**config.mk**
```make
export PLATFORM = sky130hd
export DESIGN_NAME = rfid_ctrl_regs
export DESIGN_NICKNAME = d
export VERILOG_FILES = /design/src/hdl/rfid_regs_pkg.sv /design/src/hdl/fifo_level_watch.sv /design/src/hdl/rfid_ctrl_regs.sv
export VERILOG_INCLUDE_DIRS = /design/src /design/src/hdl
export SDC_FILE = /design/constraint.sdc
export NUM_CORES = 1
export LEC_CHECK = 0
export BUFFER_PORTS_ARGS = -buffer_cell sky130_fd_sc_hd__buf_2
export CELL_PAD_IN_SITES_DETAIL_PLACEMENT = 1
export CELL_PAD_IN_SITES_GLOBAL_PLACEMENT = 1
export CORE_MARGIN = 4
export CORE_UTILIZATION = 38
export CTS_CLUSTER_SIZE = 16
export DETAILED_ROUTE_END_ITERATION = 7
export GPL_TIMING_DRIVEN = 0
export PLACE_DENSITY = 0.89
export SYNTH_ARGS = -nofsm -noshare
export SYNTH_HDL_FRONTEND = slang
export SYNTH_SLANG_ARGS = --single-unit
```
**constraint.sdc**
```tcl
create_clock -name ref_clk -period 1.8 [get_ports ref_clk]
set_input_delay 0.36 -clock ref_clk [delete_from_list [all_inputs] [get_ports ref_clk]]
set_output_delay 0.36 -clock ref_clk [all_outputs]
set_load 0.1 [all_outputs]
```
**src/hdl/rfid_regs_defs.svh**
```systemverilog
// Register offsets, field positions, reset values and level codes for the
// reader front-end control and test registers.
// Assumes inclusion by bare name from files that need these values.
`ifndef RFID_REGS_DEFS_SVH
`define RFID_REGS_DEFS_SVH

`define ADDR_RX_ACTIVE 5'h11
`define ADDR_FIFO_WM 5'h14
`define ADDR_TEST_A 5'h1A
`define ADDR_TEST_B 5'h1B
`define REG_RESET 8'h00
`define WM_WRITE_MASK 8'h0F
`define TEST_B_WRITE_MASK 8'h4F
`define TEST_B_AUTO_CLEAR 8'h0E
`define RXACT_BIT 0
`define HI_SEL_MSB 3
`define HI_SEL_LSB 2
`define LO_SEL_MSB 1
`define LO_SEL_LSB 0
`define TA_KEY_IN 7
`define TA_SUBC_OUT 6
`define TA_DIRECT 5
`define TA_STAGE_SEL 4
`define TA_CUT2 3
`define TA_CUT1 2
`define TA_FOLLOW 1
`define TA_AGC 0
`define TB_RF_LEVEL 6
`define TB_IO1 3
`define TB_IO0 2
`define TB_DEC 1
`define TB_FAST 0
`define HI_LVL_0 7'd124
`define HI_LVL_1 7'd120
`define HI_LVL_2 7'd112
`define HI_LVL_3 7'd96
`define LO_LVL_0 7'd4
`define LO_LVL_1 7'd8
`define LO_LVL_2 7'd16
`define LO_LVL_3 7'd32
`define FIFO_MAX 8'd127

`endif

```
**src/hdl/rfid_regs_pkg.sv**
```systemverilog
// Types shared by the control and test register bank.
// Assumes the defines header is compiled alongside.
package rfid_regs_pkg;
   typedef enum logic [1:0] {phase_idle, phase_rx, phase_tx} link_phase_t;
endpackage : rfid_regs_pkg

```
**src/hdl/fifo_level_watch.sv**
```systemverilog
// FIFO fill-level watcher: watermark compare and overflow flag.
// Assumes byte count and push strobe come from logic on ref_clk.
`timescale 1ns/1ns
`default_nettype none
`include "rfid_regs_defs.svh"
module fifo_level_watch
   import rfid_regs_pkg::*;
(
   input wire logic ref_clk,
   input wire logic rst,
   input wire logic clear,
   input wire link_phase_t phase,
   input wire logic [1:0] hi_sel,
   input wire logic [1:0] lo_sel,
   input wire logic [6:0] byte_count,
   input wire logic push,
   output logic level_irq,
   output logic overflow
);
   typedef struct packed {
      logic irq;
      logic ovf;
   } watch_state_t;

   watch_state_t st;
   watch_state_t next_st;

   // High watermark code to byte level
   function automatic logic [6:0] hi_level(input logic [1:0] code);
      unique case (code)
         2'h0: hi_level = `HI_LVL_0;
         2'h1: hi_level = `HI_LVL_1;
         2'h2: hi_level = `HI_LVL_2;
         2'h3: hi_level = `HI_LVL_3;
      endcase
   endfunction : hi_level

   // Low watermark code to byte level
   function automatic logic [6:0] lo_level(input logic [1:0] code);
      unique case (code)
         2'h0: lo_level = `LO_LVL_0;
         2'h1: lo_level = `LO_LVL_1;
         2'h2: lo_level = `LO_LVL_2;
         2'h3: lo_level = `LO_LVL_3;
      endcase
   endfunction : lo_level

   // Level compare per direction; overflow sticky until clear
   always_comb begin
      next_st = st;
      next_st.irq = 1'b0;
      if (phase == phase_rx && byte_count >= hi_level(hi_sel)) begin
         next_st.irq = 1'b1;
      end
      if (phase == phase_tx && byte_count <= lo_level(lo_sel)) begin
         next_st.irq = 1'b1;
      end
      if (clear) begin
         next_st.ovf = 1'b0;
      end
      if (push && {1'b0, byte_count} >= `FIFO_MAX) begin
         next_st.ovf = 1'b1;
      end
   end

   always_ff @(posedge ref_clk or posedge rst) begin
      if (rst) begin
         st <= '0;
      end else begin
         st <= next_st;
      end
   end

   assign level_irq = st.irq;
   assign overflow = st.ovf;
endmodule : fifo_level_watch
`default_nettype wire

```
**src/hdl/rfid_ctrl_regs.sv**
```systemverilog
// Control and test register bank of the reader front end: receive-active
// mirror, FIFO watermarks, test/direct-use registers and their pin effects.
// Assumes a simple synchronous register port on ref_clk from the host
// interface, and raw pins (enable, keying, depth) from outside the domain.
//
// Operation
// - Bit 0 at 0x11 mirrors the receive-start flag of interrupt status.
// - Mirror sets on receive start-of-frame, stays set while reception runs.
// - Interrupt request pulses when a flagged reception completes.
// - Register 0x14 sets FIFO levels reported through interrupt request.
// - Receive high level codes 00..11 give 124, 120, 112, 96 bytes.
// - Transmit low level codes 00..11 give 4, 8, 16, 32 bytes.
// - Watermark and test registers clear on power-on reset and enable low.
// - Test A bit 7 routes keying pin into receive decoder.
// - Test A bit 6 drives digitized subcarrier out on depth pin.
// - Test A bit 5 makes depth pin an input controlling modulation.
// - Test A bit 4 picks first or second stage for analog out.
// - Test A bits 3,2 cut second/first stage gain and corner.
// - Test A bit 0 shows gain control level on main strength bits.
// - Decoder or I/O test bit in test B enters test mode.
// - Test mode holds until the host interface signals stop or enable goes low.
// - Stop clears decoder and both I/O test bits automatically.
// - Test B bit 0 clocks transmit coders at full reference rate.
// - FIFO holds 127 bytes; overflow flagged; count in seven bits.
`timescale 1ns/1ns
`default_nettype none
`include "rfid_regs_defs.svh"
module rfid_ctrl_regs
   import rfid_regs_pkg::*;
(
   input wire logic ref_clk,
   input wire logic rst,
   input wire logic chip_enable,
   input wire logic reg_wr,
   input wire logic reg_rd,
   input wire logic [4:0] reg_addr,
   input wire logic [7:0] reg_wdata,
   input wire logic host_stop,
   input wire logic rx_sof,
   input wire logic rx_done,
   input wire logic tx_active,
   input wire logic [6:0] fifo_count,
   input wire logic fifo_push,
   input wire logic keying_pin_in,
   input wire logic keying_depth_pin_in,
   input wire logic rx_subcarrier,
   input wire logic internal_modulation,
   input wire logic internal_decoder_in,
   input wire logic [2:0] rssi_measured,
   input wire logic [2:0] agc_level,
   output logic [7:0] reg_rdata,
   output logic reg_rvalid,
   output logic irq,
   output logic rx_active,
   output logic fifo_overflow,
   output logic keying_depth_pin_out,
   output logic keying_depth_pin_oe,
   output logic decoder_data_in,
   output logic tx_modulation,
   output logic second_stage_select,
   output logic second_stage_gain_cut,
   output logic first_stage_gain_cut,
   output logic follower_test,
   output logic [2:0] rssi_main,
   output logic field_level_test,
   output logic test_mode,
   output logic coder_fast_clock
);
   typedef struct packed {
      logic [1:0] en_sync;
      logic [1:0] key_sync;
      logic [1:0] depth_sync;
      logic [7:0] wm;
      logic [7:0] test_a;
      logic [7:0] test_b;
      logic rx_act;
      logic tmode;
      logic irq;
      logic [7:0] rdata;
      logic rvalid;
      logic depth_out;
      logic depth_oe;
      logic dec_in;
      logic tx_mod;
      logic [2:0] rssi;
   } regs_state_t;

   regs_state_t st;
   regs_state_t next_st;
   link_phase_t phase;
   logic level_irq;
   logic ovf;
   logic en_low;

   // Direction of the link decides which watermark applies
   always_comb begin
      if (st.rx_act) begin
         phase = phase_rx;
      end else if (tx_active) begin
         phase = phase_tx;
      end else begin
         phase = phase_idle;
      end
   end

   // Enable pin low (second sync stage) holds watermark and test registers at reset value
   assign en_low = ~st.en_sync[1];

   fifo_level_watch u_watch (
      .ref_clk(ref_clk),
      .rst(rst),
      .clear(en_low),
      .phase(phase),
      .hi_sel(st.wm[`HI_SEL_MSB:`HI_SEL_LSB]),
      .lo_sel(st.wm[`LO_SEL_MSB:`LO_SEL_LSB]),
      .byte_count(fifo_count),
      .push(fifo_push),
      .level_irq(level_irq),
      .overflow(ovf)
   );

   // Register writes, test-mode tracking, pin routing and read data
   always_comb begin
      next_st = st;
      next_st.en_sync = {st.en_sync[0], chip_enable};
      next_st.key_sync = {st.key_sync[0], keying_pin_in};
      next_st.depth_sync = {st.depth_sync[0], keying_depth_pin_in};
      // Receive-active mirror: set on SOF wins over completion
      if (rx_done) begin
         next_st.rx_act = 1'b0;
      end
      if (rx_sof) begin
         next_st.rx_act = 1'b1;
      end
      next_st.irq = (st.rx_act & rx_done) | level_irq;
      // Host writes; read-only mirror and reserved bits ignored
      if (reg_wr) begin
         unique case (reg_addr)
            `ADDR_FIFO_WM: next_st.wm = reg_wdata & `WM_WRITE_MASK;
            `ADDR_TEST_A: next_st.test_a = reg_wdata;
            `ADDR_TEST_B: next_st.test_b = reg_wdata & `TEST_B_WRITE_MASK;
            default: ;
         endcase
      end
      // Test bits enter test mode until stop clears them
      if ((next_st.test_b & `TEST_B_AUTO_CLEAR) != 8'h00) begin
         next_st.tmode = 1'b1;
      end
      if (host_stop) begin
         next_st.test_b = next_st.test_b & ~`TEST_B_AUTO_CLEAR;
         next_st.tmode = 1'b0;
      end
      if (en_low) begin
         next_st.wm = `REG_RESET;
         next_st.test_a = `REG_RESET;
         next_st.test_b = `REG_RESET;
         next_st.tmode = 1'b0;
      end
      // Depth pin: output for subcarrier, input under direct keying
      next_st.depth_oe = st.test_a[`TA_SUBC_OUT] & ~st.test_a[`TA_DIRECT];
      next_st.depth_out = rx_subcarrier;
      next_st.tx_mod = st.test_a[`TA_DIRECT] ? st.depth_sync[1] : internal_modulation;
      next_st.dec_in = st.test_a[`TA_KEY_IN] ? st.key_sync[1] : internal_decoder_in;
      next_st.rssi = st.test_a[`TA_AGC] ? agc_level : rssi_measured;
      // Read port: one-cycle valid, unmapped reads zero
      next_st.rvalid = reg_rd;
      next_st.rdata = 8'h00;
      if (reg_rd) begin
         unique case (reg_addr)
            `ADDR_RX_ACTIVE: next_st.rdata = {7'h00, st.rx_act};
            `ADDR_FIFO_WM: next_st.rdata = st.wm;
            `ADDR_TEST_A: next_st.rdata = st.test_a;
            `ADDR_TEST_B: next_st.rdata = st.test_b;
            default: next_st.rdata = 8'h00;
         endcase
      end
   end

   always_ff @(posedge ref_clk or posedge rst) begin
      if (rst) begin
         st <= '0;
      end else begin
         st <= next_st;
      end
   end

   // Outputs straight from state flip-flops
   assign reg_rdata = st.rdata;
   assign reg_rvalid = st.rvalid;
   assign irq = st.irq;
   assign rx_active = st.rx_act;
   assign fifo_overflow = ovf;
   assign keying_depth_pin_out = st.depth_out;
   assign keying_depth_pin_oe = st.depth_oe;
   assign decoder_data_in = st.dec_in;
   assign tx_modulation = st.tx_mod;
   assign second_stage_select = st.test_a[`TA_STAGE_SEL];
   assign second_stage_gain_cut = st.test_a[`TA_CUT2];
   assign first_stage_gain_cut = st.test_a[`TA_CUT1];
   assign follower_test = st.test_a[`TA_FOLLOW];
   assign rssi_main = st.rssi;
   assign field_level_test = st.test_b[`TB_RF_LEVEL];
   assign test_mode = st.tmode;
   assign coder_fast_clock = st.test_b[`TB_FAST];
endmodule : rfid_ctrl_regs
`default_nettype wire

```
==> run metrics <==
crit path DAT 1.82 ns; Worst R2R Start st[38]$_DFFE_PP0P_; minimum clock period 1.65 ns; NetSw 0.541 mW; async set-or-reset flop fraction in the synthesized netlist 100%; P per Cell Area 746 nW/um^2; Sink Count 44; CP endpoint kind flop; Clock power frac 31.4%; Clock Latency Late Sink 0.30 ns; share of cells above drive strength 1 37.6%; Critical Setup Path Class flop to flop; WL/cell 16.2 microns; core footprint 5140 sq um; Post-DP Area 2460 sq um; CP required 1.97 ns; Mapped Cells 184; Logic pwr share 14.8%; Flop pwr share 53.8%; number of H-tree levels 2; Worst-path clk slew 0.08 ns; CTS buffer count 5; Fin. Hold Viols 0; Setup Buffers After CTS 0; #FFs+latches synth 44; synthesis warning total 0; max cap viols 0; syn_area_per_cell 11.0 sq um; Post-Route Skew 0.00742 ns; RR Endpoint u_watch.level_irq$_DFF_PP0_; Post-synth EDFFs 0; post-place setup slack 0.0867 ns; status complete, no violations; IO buf count 66; 1st-iter DRT viols 57; # setup viols final 0; DRC Markers 0; Post-CTS Hold Buffers 0; Syn Nets 232; DP Wirelength 4.15 mm; Core Rows 26; largest net degree at the start of global routing 27; sequential-to-total area share from yosys stat 54.4%; HP Class input port to asynchronous set/reset pin; Global Route Usage Sum 16.8%; Die H 81.0 microns; worst vdd ir 0.427 mV; DRT Pass-1 Iters 4; Top-Level Pins 67; Final period util 91.8%; area delta synth->final 25.7%; Initial Utilization 39.4%; DIE WIDTH 81.0 microns; Die Area 6560 sq um; Antenna Cells 0; startpoint type of the worst setup path flop; initial antenna violation count 0; Reg area 1100 sq um; fmax 605 MHz; PostCTS Resize Cnt 0; mapped cell area 2020 sq um; Filler cells 605; total leakage power 1.30 nW; Finished Cell Area 2540 sq um; Vias 1651; worst-margin pin slew 0.570 ns; RSZ-0062 raised after global routing false; post-route setup slack 0.147 ns; Routed Antenna Nets 0; CTS tree done; drt via density 5.03; grt ovf 0; layout net count 306; peak fanout along the critical path 5; Slew Viols, Final 0; clock buffer depth 2; CTS Root Buffer Type clkbuf_8; Rel. slew slack 61.8%; vias in the first global route 1718; Distinct cells, synth 36; Int Pwr 1.36 mW; final wirelength 5.31 mm; FF-to-FF path depth 5; R2R Setup Slk 0.15 ns; multi-input logic area 805 sq um; switching share of power 28.5%; global-route wire length before repair 8.20 mm; Main synth FF type dfrtp_1; RePlAce Congestion 0.842
[worst max-delay path by stage]
stage	from	endpoint	slack, ns	cells after the start
floorplan	test_mode$_DFFE_PP0P_	test_mode$_DFFE_PP0P_	0.27	3
global placement	rst	st[22]$_DFF_PP0_	-0.17	2
detailed placement	fifo_count[3]	u_watch.level_irq$_DFF_PP0_	0.09	6
CTS	st[38]$_DFFE_PP0P_	u_watch.level_irq$_DFF_PP0_	0.14	5
global route	st[38]$_DFFE_PP0P_	u_watch.level_irq$_DFF_PP0_	0.10	5
finish	st[38]$_DFFE_PP0P_	u_watch.level_irq$_DFF_PP0_	0.15	5
[per-stage QoR]
step / hold slack, ns / std cells / TNS, ns / util (%) / power, mW
finish: 0.0441 / 328 / 0 / 49.5 / 1.90
detailed placement: 0.337 / 321 / 0 / 47.9 / 1.32
floorplan: 0.331 / 184 / 0 / - / 1.22
global route: 0.0614 / 328 / 0 / 49.5 / 2.00
global placement: 0.331 / 320 / -7.33 / 47.5 / 1.31
CTS: 0.0541 / 328 / 0 / 49.5 / 1.92
[critical path: stages (launching register included)]
cell and delay [ns]:
dfrtp_1 0.43, ha_1 0.30, nor2b_1 0.13, a311o_1 0.31, a21oi_1 0.21, o211ai_1 0.13
[registers in the layout (all words and copies together) (netlist names)]
register	count
st	14
reg_rdata	8
next_st	3
rssi_main	3
coder_fast_clock	1
decoder_data_in	1
field_level_test	1
first_stage_gain_cut	1
follower_test	1
irq	1
keying_depth_pin_oe	1
keying_depth_pin_out	1
reg_rvalid	1
rx_active	1
second_stage_gain_cut	1
second_stage_select	1
test_mode	1
tx_modulation	1
u_watch.level_irq	1
u_watch.overflow	1
[placed cells by master, fill, tap and decap left out, types with 2 or more instances in the layout]
master,instances
nor2b_1,8
a22oi_1,5
nand3_1,13
buf_2,67
clkbuf_8,5
inv_1,2
a21oi_1,6
dfrtp_1,44
buf_4,11
nand4_1,4
mux2_2,5
ha_1,7
nor3b_1,2
and3_1,6
clkbuf_1,2
mux2i_1,6
o211ai_1,3
nand2b_1,4
nor2_1,10
o21ai_0,9
a21o_1,2
nand2_1,16
o21ai_1,3
[power by group through the flow]
stage | clock, mW | combinational, mW | sequential [mW]
floorplan | 0 | 0.108 | 1.11
global placement | 0 | 0.269 | 1.04
detailed placement | 0 | 0.284 | 1.04
CTS | 0.610 | 0.285 | 1.02
global route | 0.672 | 0.304 | 1.02
finish | 0.595 | 0.281 | 1.02
[cell families after synthesis]
family | count (synthesis) | synth area share, %
adder cells (fa/ha/maj) | 7 | 4.33
AO/OA/AOI/OAI | 31 | 9.40
AND/OR/NAND/NOR | 72 | 19.9
buffers and inverters | 18 | 5.81
multiplexers | 11 | 5.75
XOR/XNOR | 1 | 0.433
flip-flops | 44 | 54.4
[per-layer routing]
metal  track usage, %  part of all wire (%)
met5                0                     0
met4             5.57                   1.4
met3             4.66                   5.6
met2             29.6                    50
met1             19.8                    43
[cell usage after synthesis, types with 4 or more instances]
| library cell | n | area share (%) |
|---|---|---|
| o21ai_0 | 9 | 2.2 |
| dfrtp_1 | 44 | 54 |
| nand4_1 | 4 | 1.2 |
| nor2b_1 | 8 | 2.5 |
| a21oi_1 | 6 | 1.5 |
| buf_4 | 11 | 4.1 |
| mux2_2 | 5 | 2.8 |
| and3_1 | 6 | 1.9 |
| nor2_1 | 10 | 1.9 |
| mux2i_1 | 6 | 3.0 |
| ha_1 | 7 | 4.3 |
| nand2_1 | 16 | 3.0 |
| nand2b_1 | 4 | 1.2 |
| nand3_1 | 13 | 3.2 |
| a22oi_1 | 5 | 1.9 |
[layout make-up]
| type | count | area share (%) |
|---|---|---|
| Clock buffer | 5 | 2.71 |
| Buffer | 15 | 4.18 |
| Clock inverter | 2 | 0.492 |
| Timing Repair Buffer | 67 | 13.8 |
| Multi-Input combinational cell | 122 | 31.6 |
| Sequential cell | 44 | 43.3 |
| Inverter | 3 | 0.443 |
| Tap cell | 70 | 3.44 |
No activity file was read; power rests on OpenSTA's default activity.
